[src/verilog/umsf_pkg.sv]
// Package with register map, field positions, reset values and types for the modem status block.
package umsf_pkg;

  localparam logic [5:0] OFF_STATUS  = 6'h00;
  localparam logic [5:0] OFF_SCRATCH = 6'h04;
  localparam logic [5:0] OFF_FEATURE = 6'h08;
  localparam logic [5:0] OFF_IEN     = 6'h0C;
  localparam logic [5:0] OFF_ISTAT   = 6'h10;
  localparam logic [5:0] OFF_MCTRL   = 6'h14;
  localparam logic [5:0] OFF_FLOW    = 6'h18;
  localparam logic [5:0] OFF_CHAR0   = 6'h20;
  localparam logic [5:0] OFF_CHAR3   = 6'h2C;

  localparam int unsigned FE_AUTO_CTS = 7;
  localparam int unsigned FE_AUTO_RTS = 6;
  localparam int unsigned FE_SPECIAL  = 5;
  localparam int unsigned FE_GATE     = 4;
  localparam int unsigned MS_D_CTS    = 0;
  localparam int unsigned MS_D_DSR    = 1;
  localparam int unsigned MC_RTS      = 1;
  localparam int unsigned MC_GATED    = 6;
  localparam int unsigned IS_SPECIAL  = 4;

  localparam logic [7:0] FEATURE_RST = 8'h00;
  localparam logic [7:0] IEN_RST     = 8'h00;
  localparam logic [7:0] MCTRL_RST   = 8'h00;
  localparam logic [7:0] SCRATCH_RST = 8'h00;
  localparam logic [7:0] GATED_IEN   = 8'hF0;
  localparam logic [7:0] GATED_IST   = 8'h30;
  localparam logic [7:0] GATED_MCR   = 8'h40;
  localparam logic [1:0] RESP_OKAY   = 2'h0;
  localparam logic [1:0] RESP_SLVERR = 2'h2;

  typedef struct packed {
    logic [7:0] pause2;
    logic [7:0] pause1;
    logic [7:0] resume2;
    logic [7:0] resume1;
  } umsf_chars_s;

  typedef struct packed {
    logic       en;
    logic [1:0] idx;
    logic [7:0] data;
  } umsf_char_wr_s;

  typedef enum logic [1:0] {SEND_IDLE, SEND_FIRST, SEND_SECOND} umsf_send_e;

endpackage : umsf_pkg

[src/verilog/umsf_char_store.sv]
// Storage for the four flow-control characters with registered outputs.
module umsf_char_store (
  input  wire logic                   clk_sys,
  input  wire logic                   reset,
  input  wire umsf_pkg::umsf_char_wr_s wr,
  output umsf_pkg::umsf_chars_s       chars
);
  logic [31:0] word_reg;

  always_ff @(posedge clk_sys or posedge reset) begin
    if (reset) begin
      word_reg <= 32'h0000_0000;
    end else if (wr.en) begin
      word_reg[{wr.idx, 3'h0} +: 8] <= wr.data;
    end
  end

  assign chars = umsf_pkg::umsf_chars_s'(word_reg);
endmodule : umsf_char_store

[src/verilog/umsf_top.sv]
// Modem status change detection, scratch storage and enhanced flow control behind AXI4-Lite.
//
// How it works
// - Change flags for DSR and CTS set when the input toggles since last read.
// - Modem interrupt raised while any of status bits 0 to 3 is set.
// - Eight-bit scratch register stores and returns software data, nothing else.
// - Auto CTS: pin high stops transmission, pin low resumes it.
// - Auto RTS: interrupt at trigger level, RTS driven high at next level.
// - Auto RTS: RTS returns low once FIFO drains below lower level.
// - Without auto RTS, RTS follows the modem control programming.
// - Readable auto RTS bit tracks the hardware flow control status.
// - Special detect: match against second pause char sets status bit 4.
// - Character bit 0 compares with received character least significant bit.
// - Gate bit set allows writes to gated enable, status, control bits.
// - Clearing the gate bit latches enhanced bits against later writes.
// - Feature bits 3:0 select software flow control, reset to zero.
// - Dual selection treats character pairs as one two-character sequence.
// - All enhanced feature control bits reset to zero.
// - Reading the modem status register clears its change bits.
// - Auto CTS halts only after the current character finishes.
// - Bits 3:2 pick transmit pairs, bits 1:0 pick receive comparison pairs.
//
// The implementer's own choices: the address map and register access over AXI4-Lite.
module umsf_top (
  input  wire logic        clk_sys,
  input  wire logic        reset,
  input  wire logic [5:0]  s_axi_awaddr,
  input  wire logic        s_axi_awvalid,
  output logic             s_axi_awready,
  input  wire logic [31:0] s_axi_wdata,
  input  wire logic [3:0]  s_axi_wstrb,
  input  wire logic        s_axi_wvalid,
  output logic             s_axi_wready,
  output logic [1:0]       s_axi_bresp,
  output logic             s_axi_bvalid,
  input  wire logic        s_axi_bready,
  input  wire logic [5:0]  s_axi_araddr,
  input  wire logic        s_axi_arvalid,
  output logic             s_axi_arready,
  output logic [31:0]      s_axi_rdata,
  output logic [1:0]       s_axi_rresp,
  output logic             s_axi_rvalid,
  input  wire logic        s_axi_rready,
  input  wire logic        ctsPin,
  input  wire logic        dsrPin,
  input  wire logic        txBusy,
  input  wire logic        rxCharValid,
  input  wire logic [7:0]  rxChar,
  input  wire logic [4:0]  rxFillLevel,
  input  wire logic [4:0]  rxTrigLevel,
  input  wire logic [4:0]  rxNextTrigLevel,
  input  wire logic [4:0]  rxLowerTrigLevel,
  input  wire logic        flowCharReady,
  output logic             rtsPin,
  output logic             txEnable,
  output logic             modemIrq,
  output logic             rxTrigIrq,
  output logic             flowCharValid,
  output logic [7:0]       flowChar
);
  import umsf_pkg::*;

  function automatic logic isMapped(input logic [5:0] a);
    isMapped = (a <= umsf_pkg::OFF_FLOW) || (a >= umsf_pkg::OFF_CHAR0 && a <= umsf_pkg::OFF_CHAR3);
  endfunction : isMapped

  // Matches a single character or the second half of a two-character sequence.
  function automatic logic seqMatch(input logic [1:0] sel, input logic [7:0] c,
                                    input logic [7:0] a, input logic [7:0] b,
                                    input logic firstSeen);
    seqMatch = (sel == 2'h2 && c == a) || (sel == 2'h1 && c == b) ||
               (sel == 2'h3 && firstSeen && c == b);
  endfunction : seqMatch

  //////////////////////////////////////////////////////////////////////////////////////////
  // AXI4-Lite slave.

  logic        awHeld_reg, wHeld_reg, bValid_reg, arReady_reg, rValid_reg, awReady_reg, wReady_reg;
  logic [5:0]  wAddr_reg;
  logic [7:0]  wData_reg;
  logic        wStrb_reg;
  logic [1:0]  bResp_reg, rResp_reg;
  logic [31:0] rData_reg;
  logic        doWrite, awTake, wTake, arTake, awHeldNext, wHeldNext, bValidNext;
  logic [31:0] rdMux;

  assign awTake     = s_axi_awvalid && awReady_reg;
  assign wTake      = s_axi_wvalid && wReady_reg;
  assign doWrite    = awHeld_reg && wHeld_reg && !bValid_reg;
  assign arTake     = s_axi_arvalid && arReady_reg;
  assign awHeldNext = (awHeld_reg || awTake) && !doWrite;
  assign wHeldNext  = (wHeld_reg || wTake) && !doWrite;
  assign bValidNext = doWrite || (bValid_reg && !s_axi_bready);

  always_ff @(posedge clk_sys or posedge reset) begin
    if (reset) begin
      awHeld_reg  <= 1'b0;
      wHeld_reg   <= 1'b0;
      bValid_reg  <= 1'b0;
      awReady_reg <= 1'b1;
      wReady_reg  <= 1'b1;
      bResp_reg   <= RESP_OKAY;
      wAddr_reg   <= 6'h00;
      wData_reg   <= 8'h00;
      wStrb_reg   <= 1'b0;
    end else begin
      awHeld_reg  <= awHeldNext;
      wHeld_reg   <= wHeldNext;
      bValid_reg  <= bValidNext;
      awReady_reg <= !awHeldNext && !bValidNext;
      wReady_reg  <= !wHeldNext && !bValidNext;
      if (awTake) begin
        wAddr_reg <= s_axi_awaddr;
      end
      if (wTake) begin
        wData_reg <= s_axi_wdata[7:0];
        wStrb_reg <= s_axi_wstrb[0];
      end
      if (doWrite) begin
        bResp_reg <= isMapped(wAddr_reg) ? RESP_OKAY : RESP_SLVERR;
      end
    end
  end

  always_ff @(posedge clk_sys or posedge reset) begin
    if (reset) begin
      arReady_reg <= 1'b1;
      rValid_reg  <= 1'b0;
      rData_reg   <= 32'h0000_0000;
      rResp_reg   <= RESP_OKAY;
    end else if (arTake) begin
      arReady_reg <= 1'b0;
      rValid_reg  <= 1'b1;
      rData_reg   <= isMapped(s_axi_araddr) ? rdMux : 32'h0000_0000;
      rResp_reg   <= isMapped(s_axi_araddr) ? RESP_OKAY : RESP_SLVERR;
    end else if (rValid_reg && s_axi_rready) begin
      arReady_reg <= 1'b1;
      rValid_reg  <= 1'b0;
    end
  end

  assign s_axi_awready = awReady_reg;
  assign s_axi_wready  = wReady_reg;
  assign s_axi_bvalid  = bValid_reg;
  assign s_axi_bresp   = bResp_reg;
  assign s_axi_arready = arReady_reg;
  assign s_axi_rvalid  = rValid_reg;
  assign s_axi_rdata   = rData_reg;
  assign s_axi_rresp   = rResp_reg;

  logic wrScratch, wrFeature, wrIen, wrIstat, wrMctrl, statusRead;
  assign wrScratch  = doWrite && wStrb_reg && wAddr_reg == OFF_SCRATCH;
  assign wrFeature  = doWrite && wStrb_reg && wAddr_reg == OFF_FEATURE;
  assign wrIen      = doWrite && wStrb_reg && wAddr_reg == OFF_IEN;
  assign wrIstat    = doWrite && wStrb_reg && wAddr_reg == OFF_ISTAT;
  assign wrMctrl    = doWrite && wStrb_reg && wAddr_reg == OFF_MCTRL;
  assign statusRead = arTake && s_axi_araddr == OFF_STATUS;

  //////////////////////////////////////////////////////////////////////////////////////////
  // Registers.

  logic [7:0]    scratch_reg, feature_reg, ien_reg, istat_reg, mctrl_reg;
  umsf_chars_s   chars;
  umsf_char_wr_s charWr;
  logic          gateOpen;

  assign gateOpen = feature_reg[FE_GATE];

  always_ff @(posedge clk_sys or posedge reset) begin
    if (reset) begin
      scratch_reg <= SCRATCH_RST;
    end else if (wrScratch) begin
      scratch_reg <= wData_reg;
    end
  end

  always_ff @(posedge clk_sys or posedge reset) begin
    if (reset) begin
      feature_reg <= FEATURE_RST;
    end else if (wrFeature) begin
      feature_reg <= wData_reg;
    end
  end

  always_ff @(posedge clk_sys or posedge reset) begin
    if (reset) begin
      ien_reg   <= IEN_RST;
      mctrl_reg <= MCTRL_RST;
    end else begin
      if (wrIen) begin
        ien_reg <= gateOpen ? wData_reg : (ien_reg & GATED_IEN) | (wData_reg & ~GATED_IEN);
      end
      if (wrMctrl) begin
        mctrl_reg <= gateOpen ? wData_reg : (mctrl_reg & GATED_MCR) | (wData_reg & ~GATED_MCR);
      end
    end
  end

  logic specialHit;
  assign specialHit = feature_reg[FE_SPECIAL] && rxCharValid && rxChar == chars.pause2;

  always_ff @(posedge clk_sys or posedge reset) begin
    if (reset) begin
      istat_reg <= 8'h00;
    end else begin
      if (wrIstat && gateOpen) begin
        istat_reg <= wData_reg & GATED_IST;
      end
      if (specialHit) begin
        istat_reg[IS_SPECIAL] <= 1'b1;
      end
    end
  end

  assign charWr = '{en: doWrite && wStrb_reg && wAddr_reg >= OFF_CHAR0 && wAddr_reg <= OFF_CHAR3,
                    idx: wAddr_reg[3:2], data: wData_reg};

  umsf_char_store u_store (
    .clk_sys (clk_sys),
    .reset   (reset),
    .wr      (charWr),
    .chars   (chars)
  );

  //////////////////////////////////////////////////////////////////////////////////////////
  // Modem status change detection.

  logic ctsPrev_reg, dsrPrev_reg, primed_reg, dCts_reg, dDsr_reg, ctsChg, dsrChg;
  assign ctsChg = primed_reg && ctsPin != ctsPrev_reg;
  assign dsrChg = primed_reg && dsrPin != dsrPrev_reg;

  always_ff @(posedge clk_sys or posedge reset) begin
    if (reset) begin
      primed_reg  <= 1'b0;
      ctsPrev_reg <= 1'b0;
      dsrPrev_reg <= 1'b0;
      dCts_reg    <= 1'b0;
      dDsr_reg    <= 1'b0;
    end else begin
      primed_reg  <= 1'b1;
      ctsPrev_reg <= ctsPin;
      dsrPrev_reg <= dsrPin;
      dCts_reg    <= ctsChg || (dCts_reg && !statusRead);
      dDsr_reg    <= dsrChg || (dDsr_reg && !statusRead);
    end
  end

  logic [7:0] statusVal;
  assign statusVal = {2'h0, ~dsrPin, ~ctsPin, 2'h0, dDsr_reg, dCts_reg};

  always_ff @(posedge clk_sys or posedge reset) begin
    if (reset) begin
      modemIrq <= 1'b0;
    end else begin
      modemIrq <= |statusVal[3:0];
    end
  end

  //////////////////////////////////////////////////////////////////////////////////////////
  // Hardware flow control.

  logic autoRts, rtsStop_reg;
  assign autoRts = feature_reg[FE_AUTO_RTS];

  always_ff @(posedge clk_sys or posedge reset) begin
    if (reset) begin
      rtsStop_reg <= 1'b0;
      rxTrigIrq   <= 1'b0;
    end else begin
      rxTrigIrq <= autoRts && rxFillLevel >= rxTrigLevel;
      if (rxFillLevel >= rxNextTrigLevel) begin
        rtsStop_reg <= 1'b1;
      end else if (rxFillLevel < rxLowerTrigLevel) begin
        rtsStop_reg <= 1'b0;
      end
    end
  end

  always_ff @(posedge clk_sys or posedge reset) begin
    if (reset) begin
      rtsPin <= 1'b1;
    end else if (autoRts) begin
      rtsPin <= rxFillLevel >= rxNextTrigLevel ||
                (rtsStop_reg && rxFillLevel >= rxLowerTrigLevel);
    end else begin
      rtsPin <= !mctrl_reg[MC_RTS];
    end
  end

  //////////////////////////////////////////////////////////////////////////////////////////
  // Software flow control: receive comparison and pause state.

  logic pause1Seen_reg, resume1Seen_reg, remotePause_reg, pauseHit, resumeHit;
  logic [1:0] rxSel, txSel;
  assign rxSel = feature_reg[1:0];
  assign txSel = feature_reg[3:2];

  assign pauseHit  = rxCharValid && seqMatch(rxSel, rxChar, chars.pause1, chars.pause2,
                                             pause1Seen_reg);
  assign resumeHit = rxCharValid && seqMatch(rxSel, rxChar, chars.resume1, chars.resume2,
                                             resume1Seen_reg);

  always_ff @(posedge clk_sys or posedge reset) begin
    if (reset) begin
      pause1Seen_reg  <= 1'b0;
      resume1Seen_reg <= 1'b0;
      remotePause_reg <= 1'b0;
    end else begin
      if (rxCharValid) begin
        pause1Seen_reg  <= rxChar == chars.pause1;
        resume1Seen_reg <= rxChar == chars.resume1;
      end
      if (rxSel == 2'h0) begin
        remotePause_reg <= 1'b0;
      end else if (pauseHit) begin
        remotePause_reg <= 1'b1;
      end else if (resumeHit) begin
        remotePause_reg <= 1'b0;
      end
    end
  end

  logic haltWanted;
  assign haltWanted = (feature_reg[FE_AUTO_CTS] && ctsPin) || remotePause_reg;

  always_ff @(posedge clk_sys or posedge reset) begin
    if (reset) begin
      txEnable <= 1'b1;
    end else if (!haltWanted) begin
      txEnable <= 1'b1;
    end else if (!txBusy) begin
      txEnable <= 1'b0;
    end
  end

  //////////////////////////////////////////////////////////////////////////////////////////
  // Software flow control: sending pause and resume characters.

  umsf_send_e sendState_reg;
  logic       sendPause_reg, pauseSent_reg;
  logic       needPause, needResume;
  assign needPause  = txSel != 2'h0 && !pauseSent_reg && rxFillLevel >= rxNextTrigLevel;
  assign needResume = pauseSent_reg && rxFillLevel < rxLowerTrigLevel;

  always_ff @(posedge clk_sys or posedge reset) begin
    if (reset) begin
      sendState_reg <= SEND_IDLE;
      sendPause_reg <= 1'b0;
      pauseSent_reg <= 1'b0;
      flowCharValid <= 1'b0;
      flowChar      <= 8'h00;
    end else begin
      unique case (sendState_reg)
        SEND_IDLE: begin
          if (needPause || needResume) begin
            sendPause_reg <= needPause;
            pauseSent_reg <= needPause;
            flowCharValid <= 1'b1;
            if (txSel == 2'h1) begin
              flowChar      <= needPause ? chars.pause2 : chars.resume2;
              sendState_reg <= SEND_SECOND;
            end else begin
              flowChar      <= needPause ? chars.pause1 : chars.resume1;
              sendState_reg <= SEND_FIRST;
            end
          end
        end
        SEND_FIRST: begin
          if (flowCharReady) begin
            if (txSel == 2'h3) begin
              flowChar      <= sendPause_reg ? chars.pause2 : chars.resume2;
              sendState_reg <= SEND_SECOND;
            end else begin
              flowCharValid <= 1'b0;
              sendState_reg <= SEND_IDLE;
            end
          end
        end
        SEND_SECOND: begin
          if (flowCharReady) begin
            flowCharValid <= 1'b0;
            sendState_reg <= SEND_IDLE;
          end
        end
      endcase
    end
  end

  //////////////////////////////////////////////////////////////////////////////////////////
  // Read data.

  always_comb begin
    rdMux = 32'h0000_0000;
    unique case (s_axi_araddr)
      OFF_STATUS:  rdMux[7:0] = statusVal;
      OFF_SCRATCH: rdMux[7:0] = scratch_reg;
      OFF_FEATURE: rdMux[7:0] = feature_reg;
      OFF_IEN:     rdMux[7:0] = ien_reg;
      OFF_ISTAT:   rdMux[7:0] = istat_reg;
      OFF_MCTRL:   rdMux[7:0] = mctrl_reg;
      OFF_FLOW:    rdMux[3:0] = {remotePause_reg, rtsStop_reg && autoRts, rtsPin, txEnable};
      6'h20:       rdMux[7:0] = chars.resume1;
      6'h24:       rdMux[7:0] = chars.resume2;
      6'h28:       rdMux[7:0] = chars.pause1;
      OFF_CHAR3:   rdMux[7:0] = chars.pause2;
      default:     rdMux = 32'h0000_0000;
    endcase
  end
endmodule : umsf_top

[config.mk]
export PLATFORM = sky130hd
export DESIGN_NAME = umsf_top
export DESIGN_NICKNAME = d
export VERILOG_FILES = /design/src/verilog/umsf_pkg.sv /design/src/verilog/umsf_char_store.sv /design/src/verilog/umsf_top.sv
export SDC_FILE = /design/constraint.sdc
export NUM_CORES = 1
export LEC_CHECK = 0
export ABC_AREA = 1
export BUFFER_PORTS_ARGS = -buffer_cell sky130_fd_sc_hd__buf_2
export CORE_MARGIN = 2
export CORE_UTILIZATION = 55
export CTS_CLUSTER_DIAMETER = 200
export DETAILED_ROUTE_END_ITERATION = 8
export GPL_TIMING_DRIVEN = 1
export PLACE_DENSITY_LB_ADDON = 0.25
export SYNTH_ARGS = -nofsm -noshare
export SYNTH_HDL_FRONTEND = slang
export SYNTH_SLANG_ARGS = --single-unit
export TNS_END_PERCENT = 50
[constraint.sdc]
create_clock -name clk_sys -period 5.9 [get_ports clk_sys]
set_input_delay 1.18 -clock clk_sys [delete_from_list [all_inputs] [get_ports clk_sys]]
set_output_delay 1.18 -clock clk_sys [all_outputs]
set_load 0.02 [all_outputs]
# Yosys cells after proc, flatten, opt, wreduce, memory -nomap -nowiden

Cells that the tools add are included.

$add $sub $neg: 1
Magnitude comparators: 10
Equality and inequality tests: 34
Shifts and indexed selects: 2
Multiplexer cells: 41
Bitwise operators: 4
Reductions and logical operators: 83

Operator list:

| kind                                                                              | count |
|---|---|
| 8-bit two-way mux                                                                 | 10 |
| 4-bit case mux with 10 select lines                                               | 2 |
| 1-bit logical AND                                                                 | 46 |
| 32-bit bitwise mux                                                                | 1 |
| 8-bit == test                                                                     | 4 |
| 8-bit by 7-bit variable shift with 32-bit output (first input constant)           | 1 |
| 8-bit by 7-bit variable part select with 32-bit output                            | 1 |
| 6-bit by 5-bit == test with 1-bit output (second input constant)                  | 5 |
| 6-bit by 4-bit == test with 1-bit output (second input constant)                  | 4 |
| 6-bit == test (second input constant)                                             | 4 |
| 1-bit two-way mux                                                                 | 17 |
| 8-bit case mux with 2 select lines                                                | 1 |
| 5-bit greater-or-equal comparator                                                 | 3 |
| 1-bit logical OR                                                                  | 14 |
| 2-bit two-way mux                                                                 | 7 |
| 6-bit by 3-bit == test with 1-bit output (second input constant)                  | 2 |
| 6-bit greater-or-equal comparator (second input constant)                         | 2 |
| 6-bit by 5-bit less-or-equal comparator with 1-bit output (second input constant) | 2 |
| 6-bit less-or-equal comparator (second input constant)                            | 2 |
| 2-bit != test (second input constant)                                             | 6 |
| 2-bit nonzero test                                                                | 5 |
| 1-bit zero test                                                                   | 9 |
| 2-bit == test (second input constant)                                             | 4 |
| 7-bit by 8-bit OR with 8-bit output                                               | 1 |
| other kinds (16)                                                                  | 22 |

Flip-flop bits (word level): 149
Word-level logic and storage cells: 212

# Longest topological paths before layout

Word-level depth: 8
Mapped depth: 13

# Cells and area by module

From an unflattened synthesis, not the netlist that was laid out.

Cell total of the unflattened synthesis: 1002
Area total of the unflattened synthesis: 7228.2 µm²

By module, submodules not included:

| module          | times used | cells each | area each (µm²) | sequential area each (µm²) |
|---|---|---|---|---|
| umsf_top        | 1          | 809        | 5743.0          | 2283.4 |
| umsf_char_store | 1          | 193        | 1485.2          | 800.8 |

# Worst setup path after synthesis

No wires, ideal clock.

Path kind: input to register
Start point: in rxNextTrigLevel[4]
End point: reg flowChar[1]
Arrival: 2393 ps
Data required time: 5779 ps
Slack: 3386 ps
Stages on the path: 13
Path buffers: 1
Cell sequence: inv_1 -> ha_1 -> nand2_1 -> inv_1 -> nand2_1 -> nand3_2 -> nand2_4 -> buf_2 -> nand2_1 -> nand3_1 -> nand2_1 -> nand2_1 -> a21oi_1

Longest elaborated chain between the ends: 6

RTL lines:

| element                                     | RTL line                         | RTL |
|---|---|---|
| start, declared                             | umsf_top.sv:51                   | `input wire logic [4:0] rxNextTrigLevel,` |
| 5-bit greater-or-equal comparator (*)       | umsf_top.sv:342                  | `assign needPause = txSel != 2'h0 && !pauseSent_reg && rxFillLevel >= rxNextTrigLevel;` |
| 1-bit logical AND (*)                       | umsf_top.sv:342                  |  |
| 8-bit two-way mux, on equally long branches | umsf_top.sv:363, umsf_top.sv:360 |  |
| 8-bit two-way mux                           | umsf_top.sv:359                  | `if (txSel == 2'h1) begin` |
| 8-bit two-way mux                           | umsf_top.sv:355                  | `if (needPause \|\| needResume) begin` |
| 8-bit case mux with 2 select lines          | umsf_top.sv:353                  | `unique case (sendState_reg)` |
| end signal, assigned                        | umsf_top.sv:360                  | `flowChar <= needPause ? chars.pause2 : chars.resume2;` |
| end signal, assigned                        | umsf_top.sv:363                  | `flowChar <= needPause ? chars.pause1 : chars.resume1;` |
| end signal, assigned                        | umsf_top.sv:371                  | `flowChar <= sendPause_reg ? chars.pause2 : chars.resume2;` |
| end, declared                               | umsf_top.sv:59                   | `output logic [7:0] flowChar` |

Mark *: on every way between the ends. The rest lies on a longest branch, timed or not. The select of a mux whose other input is x is not followed.
A chain may end at the register's enable or synchronous reset.

# Final worst setup path

Start point: reg wAddr_reg[2]
End point: reg u_store.word_reg[22], in the netlist u_store.chars[22]

Longest elaborated chain between the ends: 3

RTL lines:

| element                                                                               | RTL line                               | RTL |
|---|---|---|
| start, declared                                                                       | umsf_top.sv:79                         | `logic [5:0] wAddr_reg;` |
| start signal, assigned                                                                | umsf_top.sv:113                        | `wAddr_reg <= s_axi_awaddr;` |
| 5-bit negation with 7-bit output or 6-bit greater-or-equal comparator (tied branches) | umsf_char_store.sv:14, umsf_top.sv:215 |  |
| 8-bit by 7-bit variable part select with 32-bit output, or another cell as far along  | umsf_char_store.sv:14                  | `word_reg[{wr.idx, 3'h0} +: 8] <= wr.data;` |
| 32-bit bitwise mux or 1-bit logical AND (tied branches)                               | umsf_char_store.sv:14, umsf_top.sv:215 |  |
| end signal, assigned by index                                                         | umsf_char_store.sv:14                  |  |
| end, declared                                                                         | umsf_char_store.sv:8                   | `logic [31:0] word_reg;` |

Parallel ways exist; a longest one is shown, timed or not.

==> key figures <==
Status
  – Outcome: completed

GRT
  – Initial antenna violation count: 0
  – First-pass GRT wire length: 33.20 mm
  – Vias in the first global route: 6,171
  – Total grt overflow: 0
  – Gr usage total: 0.3069
  – Pin count of the biggest net entering global routing: 75

Cells and area
  – NumNets Final: 1,143
  – Synth-to-Final Area Change: 13.96%
  – Flip-flop count of the largest register after layout: 32
  – ANT cells: 0
  – Layout cells sized above 1: 0.1418

Logic synthesis
  – Avg Inst Size Synth: 7.576 µm²
  – EDFF count, synth: 0
  – Top cells by area, synth: dfrtp_1 (41%), nand2_1 (12%), inv_1 (7.3%), o21ai_0 (7.1%), nand3_1 (5.0%)
  – Async SR Flop Fraction: 1.000
  – Yosys warning count: 0
  – Netlist area before placement: 7159 µm²
  – Register area share after synthesis: 0.4308
  – Primary FF master, synth: dfrtp_1
  – Yosys cell types: 45
  – Area share of the largest cell type after synthesis: 0.4124
  – Yosys reg bits: 123
  – Mapped Cells: 945
  – Largest area contributor in the netlist: dfrtp_1

Clocking
  – Total CTS buffers: 17
  – Worst-skew pair later-pin latency: 0.42 ns
  – Root Buffer: clkbuf_16
  – Post-CTS Resized: 0
  – Clock Pin Slew Worst Setup and Hold Paths: 0.06 ns
  – CTS tree: built
  – CTS H-tree depth: 4
  – # Post-CTS Setup Buffers: 0
  – CTS max path bufs: 2
  – Hold buffer count at CTS: 0
  – Clock sink total: 123

Floorplan
  – Initial Utilization: 0.5650
  – Rows: 41
  – DIE WIDTH: 118.1 µm
  – Core ar.: 12,670 µm²
  – IO Pins: 142
  – Die footprint: 13,950 µm²
  – Die Y: 118.1 µm

Placement
  – # port buffers: 88
  – RePlAce Congestion: 0.9854
  – DPL Wire Length: 14.92 mm

Setup path
  – Crit Path Category: flop to flop
  – R2R Path Start: wAddr_reg[2]
  – Worst Path Required: 6.23 ns
  – Crit path from: wAddr_reg[2]
  – Critical Path End Type: flop
  – Crit start category: flop
  – WP data arrival: 3.30 ns
  – Worst-case reg-to-reg path depth: 6
  – Crit Path Max Fanout: 21
  – R2R Setup Slk: 2.93 ns
  – RR Endpoint: u_store.chars[22]

Routing
  – DR pass1 iterations: 6
  – Vias per cell: 5.428
  – DR vias: 6,601
  – Final Routed Wirelength: 20.45 mm
  – Final ANT Viol Nets: 0
  – Drt wl/cell: 16.82 µm
  – 1st-iter DRT viols: 702
  – DRC viols: 0

STA
  – Slew margin rel.: 0.3907
  – Final Critical Period: 2.967 ns
  – F_max: 337.0 MHz
  – Fin. Hold Viols: 0
  – Post-Route Skew: 0.004887 ns
  – Final setup vio count: 0
  – RSZ-0062 raised after global routing: false
  – WHS: 0.4762 ns
  – Setup_tns: 0 ns
  – Worst Tran Pin Value: 0.9140 ns
  – Max-slew violation count: 0
  – Final period util: 0.5029

Power
  – Peak supply drop: 0.3436 mV
  – PD cells: 409.6 nW/µm²
  – Total power: 3342 µW
  – Pleak: 0.004203 µW

Job
  – Max-cap violations: 0

Min path
  – Hold path cells: 2
  – Hold crit path type: flop to flop
  – WHS Endpoint: s_axi_rdata[1]
  – Min-delay src: s_axi_rdata[1]
critical path, stage by stage (launching register included):
cell	delay, ns
dfrtp_1	0.81
inv_1	0.21
ha_1	0.62
clkinv_1	0.39
nor2_1	0.60
nand3_1	0.13
o21ai_0	0.11
how the worst max path moves through the flow:
stage	to	slack, ns
floorplan	awHeld_reg	1.46
global placement	flowChar[3]	2.85
detailed placement	flowChar[5]	2.85
CTS	u_store.chars[22]	2.99
global route	u_store.chars[22]	2.64
finish	u_store.chars[22]	2.93
logic make-up after synthesis:
group           share of synthesized area
simple gates                       0.2621
buf+inv                            0.1199
compound gates                     0.1333
flops                              0.4308
fa+ha+maj                         0.04020
xor+xnor                          0.01101
other cells                      0.001049
mux                              0.001573
placed cells by master (no fill, tap or decap), drive strengths merged, types with 3 or more instances in the layout:
cell,instances
o22ai,11
xor2,8
nand3,75
nand2,234
ha,23
dfrtp,118
clkbuf,20
a21oi,36
o21ai,109
clkinvlp,7
o211a,3
conb,27
nor2,73
buf,89
inv,142
nand4,26
nor3,9
clkinv,6
dfstp,5
layout make-up:
| type | instances | area (µm²) |
|---|---|---|
| Clock buffer | 20 | 456.7 |
| Clock inverter | 11 | 97.59 |
| Fill cell | 1176 | 4512 |
| Inverter | 145 | 546.8 |
| Multi-Input combinational cell | 656 | 3311 |
| Sequential cell | 123 | 3084 |
| Tap cell | 172 | 215.2 |
| Timing Repair Buffer | 89 | 447.9 |
layer usage:
layer | up-vias | GRT usage | share of wire
met1 | 3028 | 0.4247 | 0.42
met2 | 332 | 0.4682 | 0.45
met5 | - | 0 | 0
met3 | 50 | 0.06589 | 0.095
li1 | 3191 | - | -
met4 | 0 | 0.1265 | 0.035
cells in the mapped netlist, types with 10 or more instances:
cell type,n
nand4_1,26
o22ai_1,11
clkbuf_1,10
nor2_1,66
buf_4,26
dfrtp_1,118
a21oi_1,35
ha_1,23
nand2_1,232
inv_1,139
o21ai_0,102
nand3_1,71
where the power goes:
| group | internal, µW | switching [µW] | leakage, µW |
|---|---|---|---|
| clock network | 594 | 383 | 0.000252 |
| logic | 327 | 808 | 0.00234 |
| registers | 1060 | 170 | 0.00161 |
metrics by stage:
stage | worst slack, ns | util | cell area [µm²] | instances
global placement | 2.852 | 0.6002 | 7605 | 1185
global route | 2.642 | 0.6439 | 8159 | 1216
detailed placement | 2.847 | 0.6002 | 7605 | 1185
finish | 2.933 | 0.6439 | 8159 | 1216
floorplan | 1.457 | - | 7253 | 970
CTS | 2.991 | 0.6439 | 8159 | 1216
(Power assumes the default switching activity.)
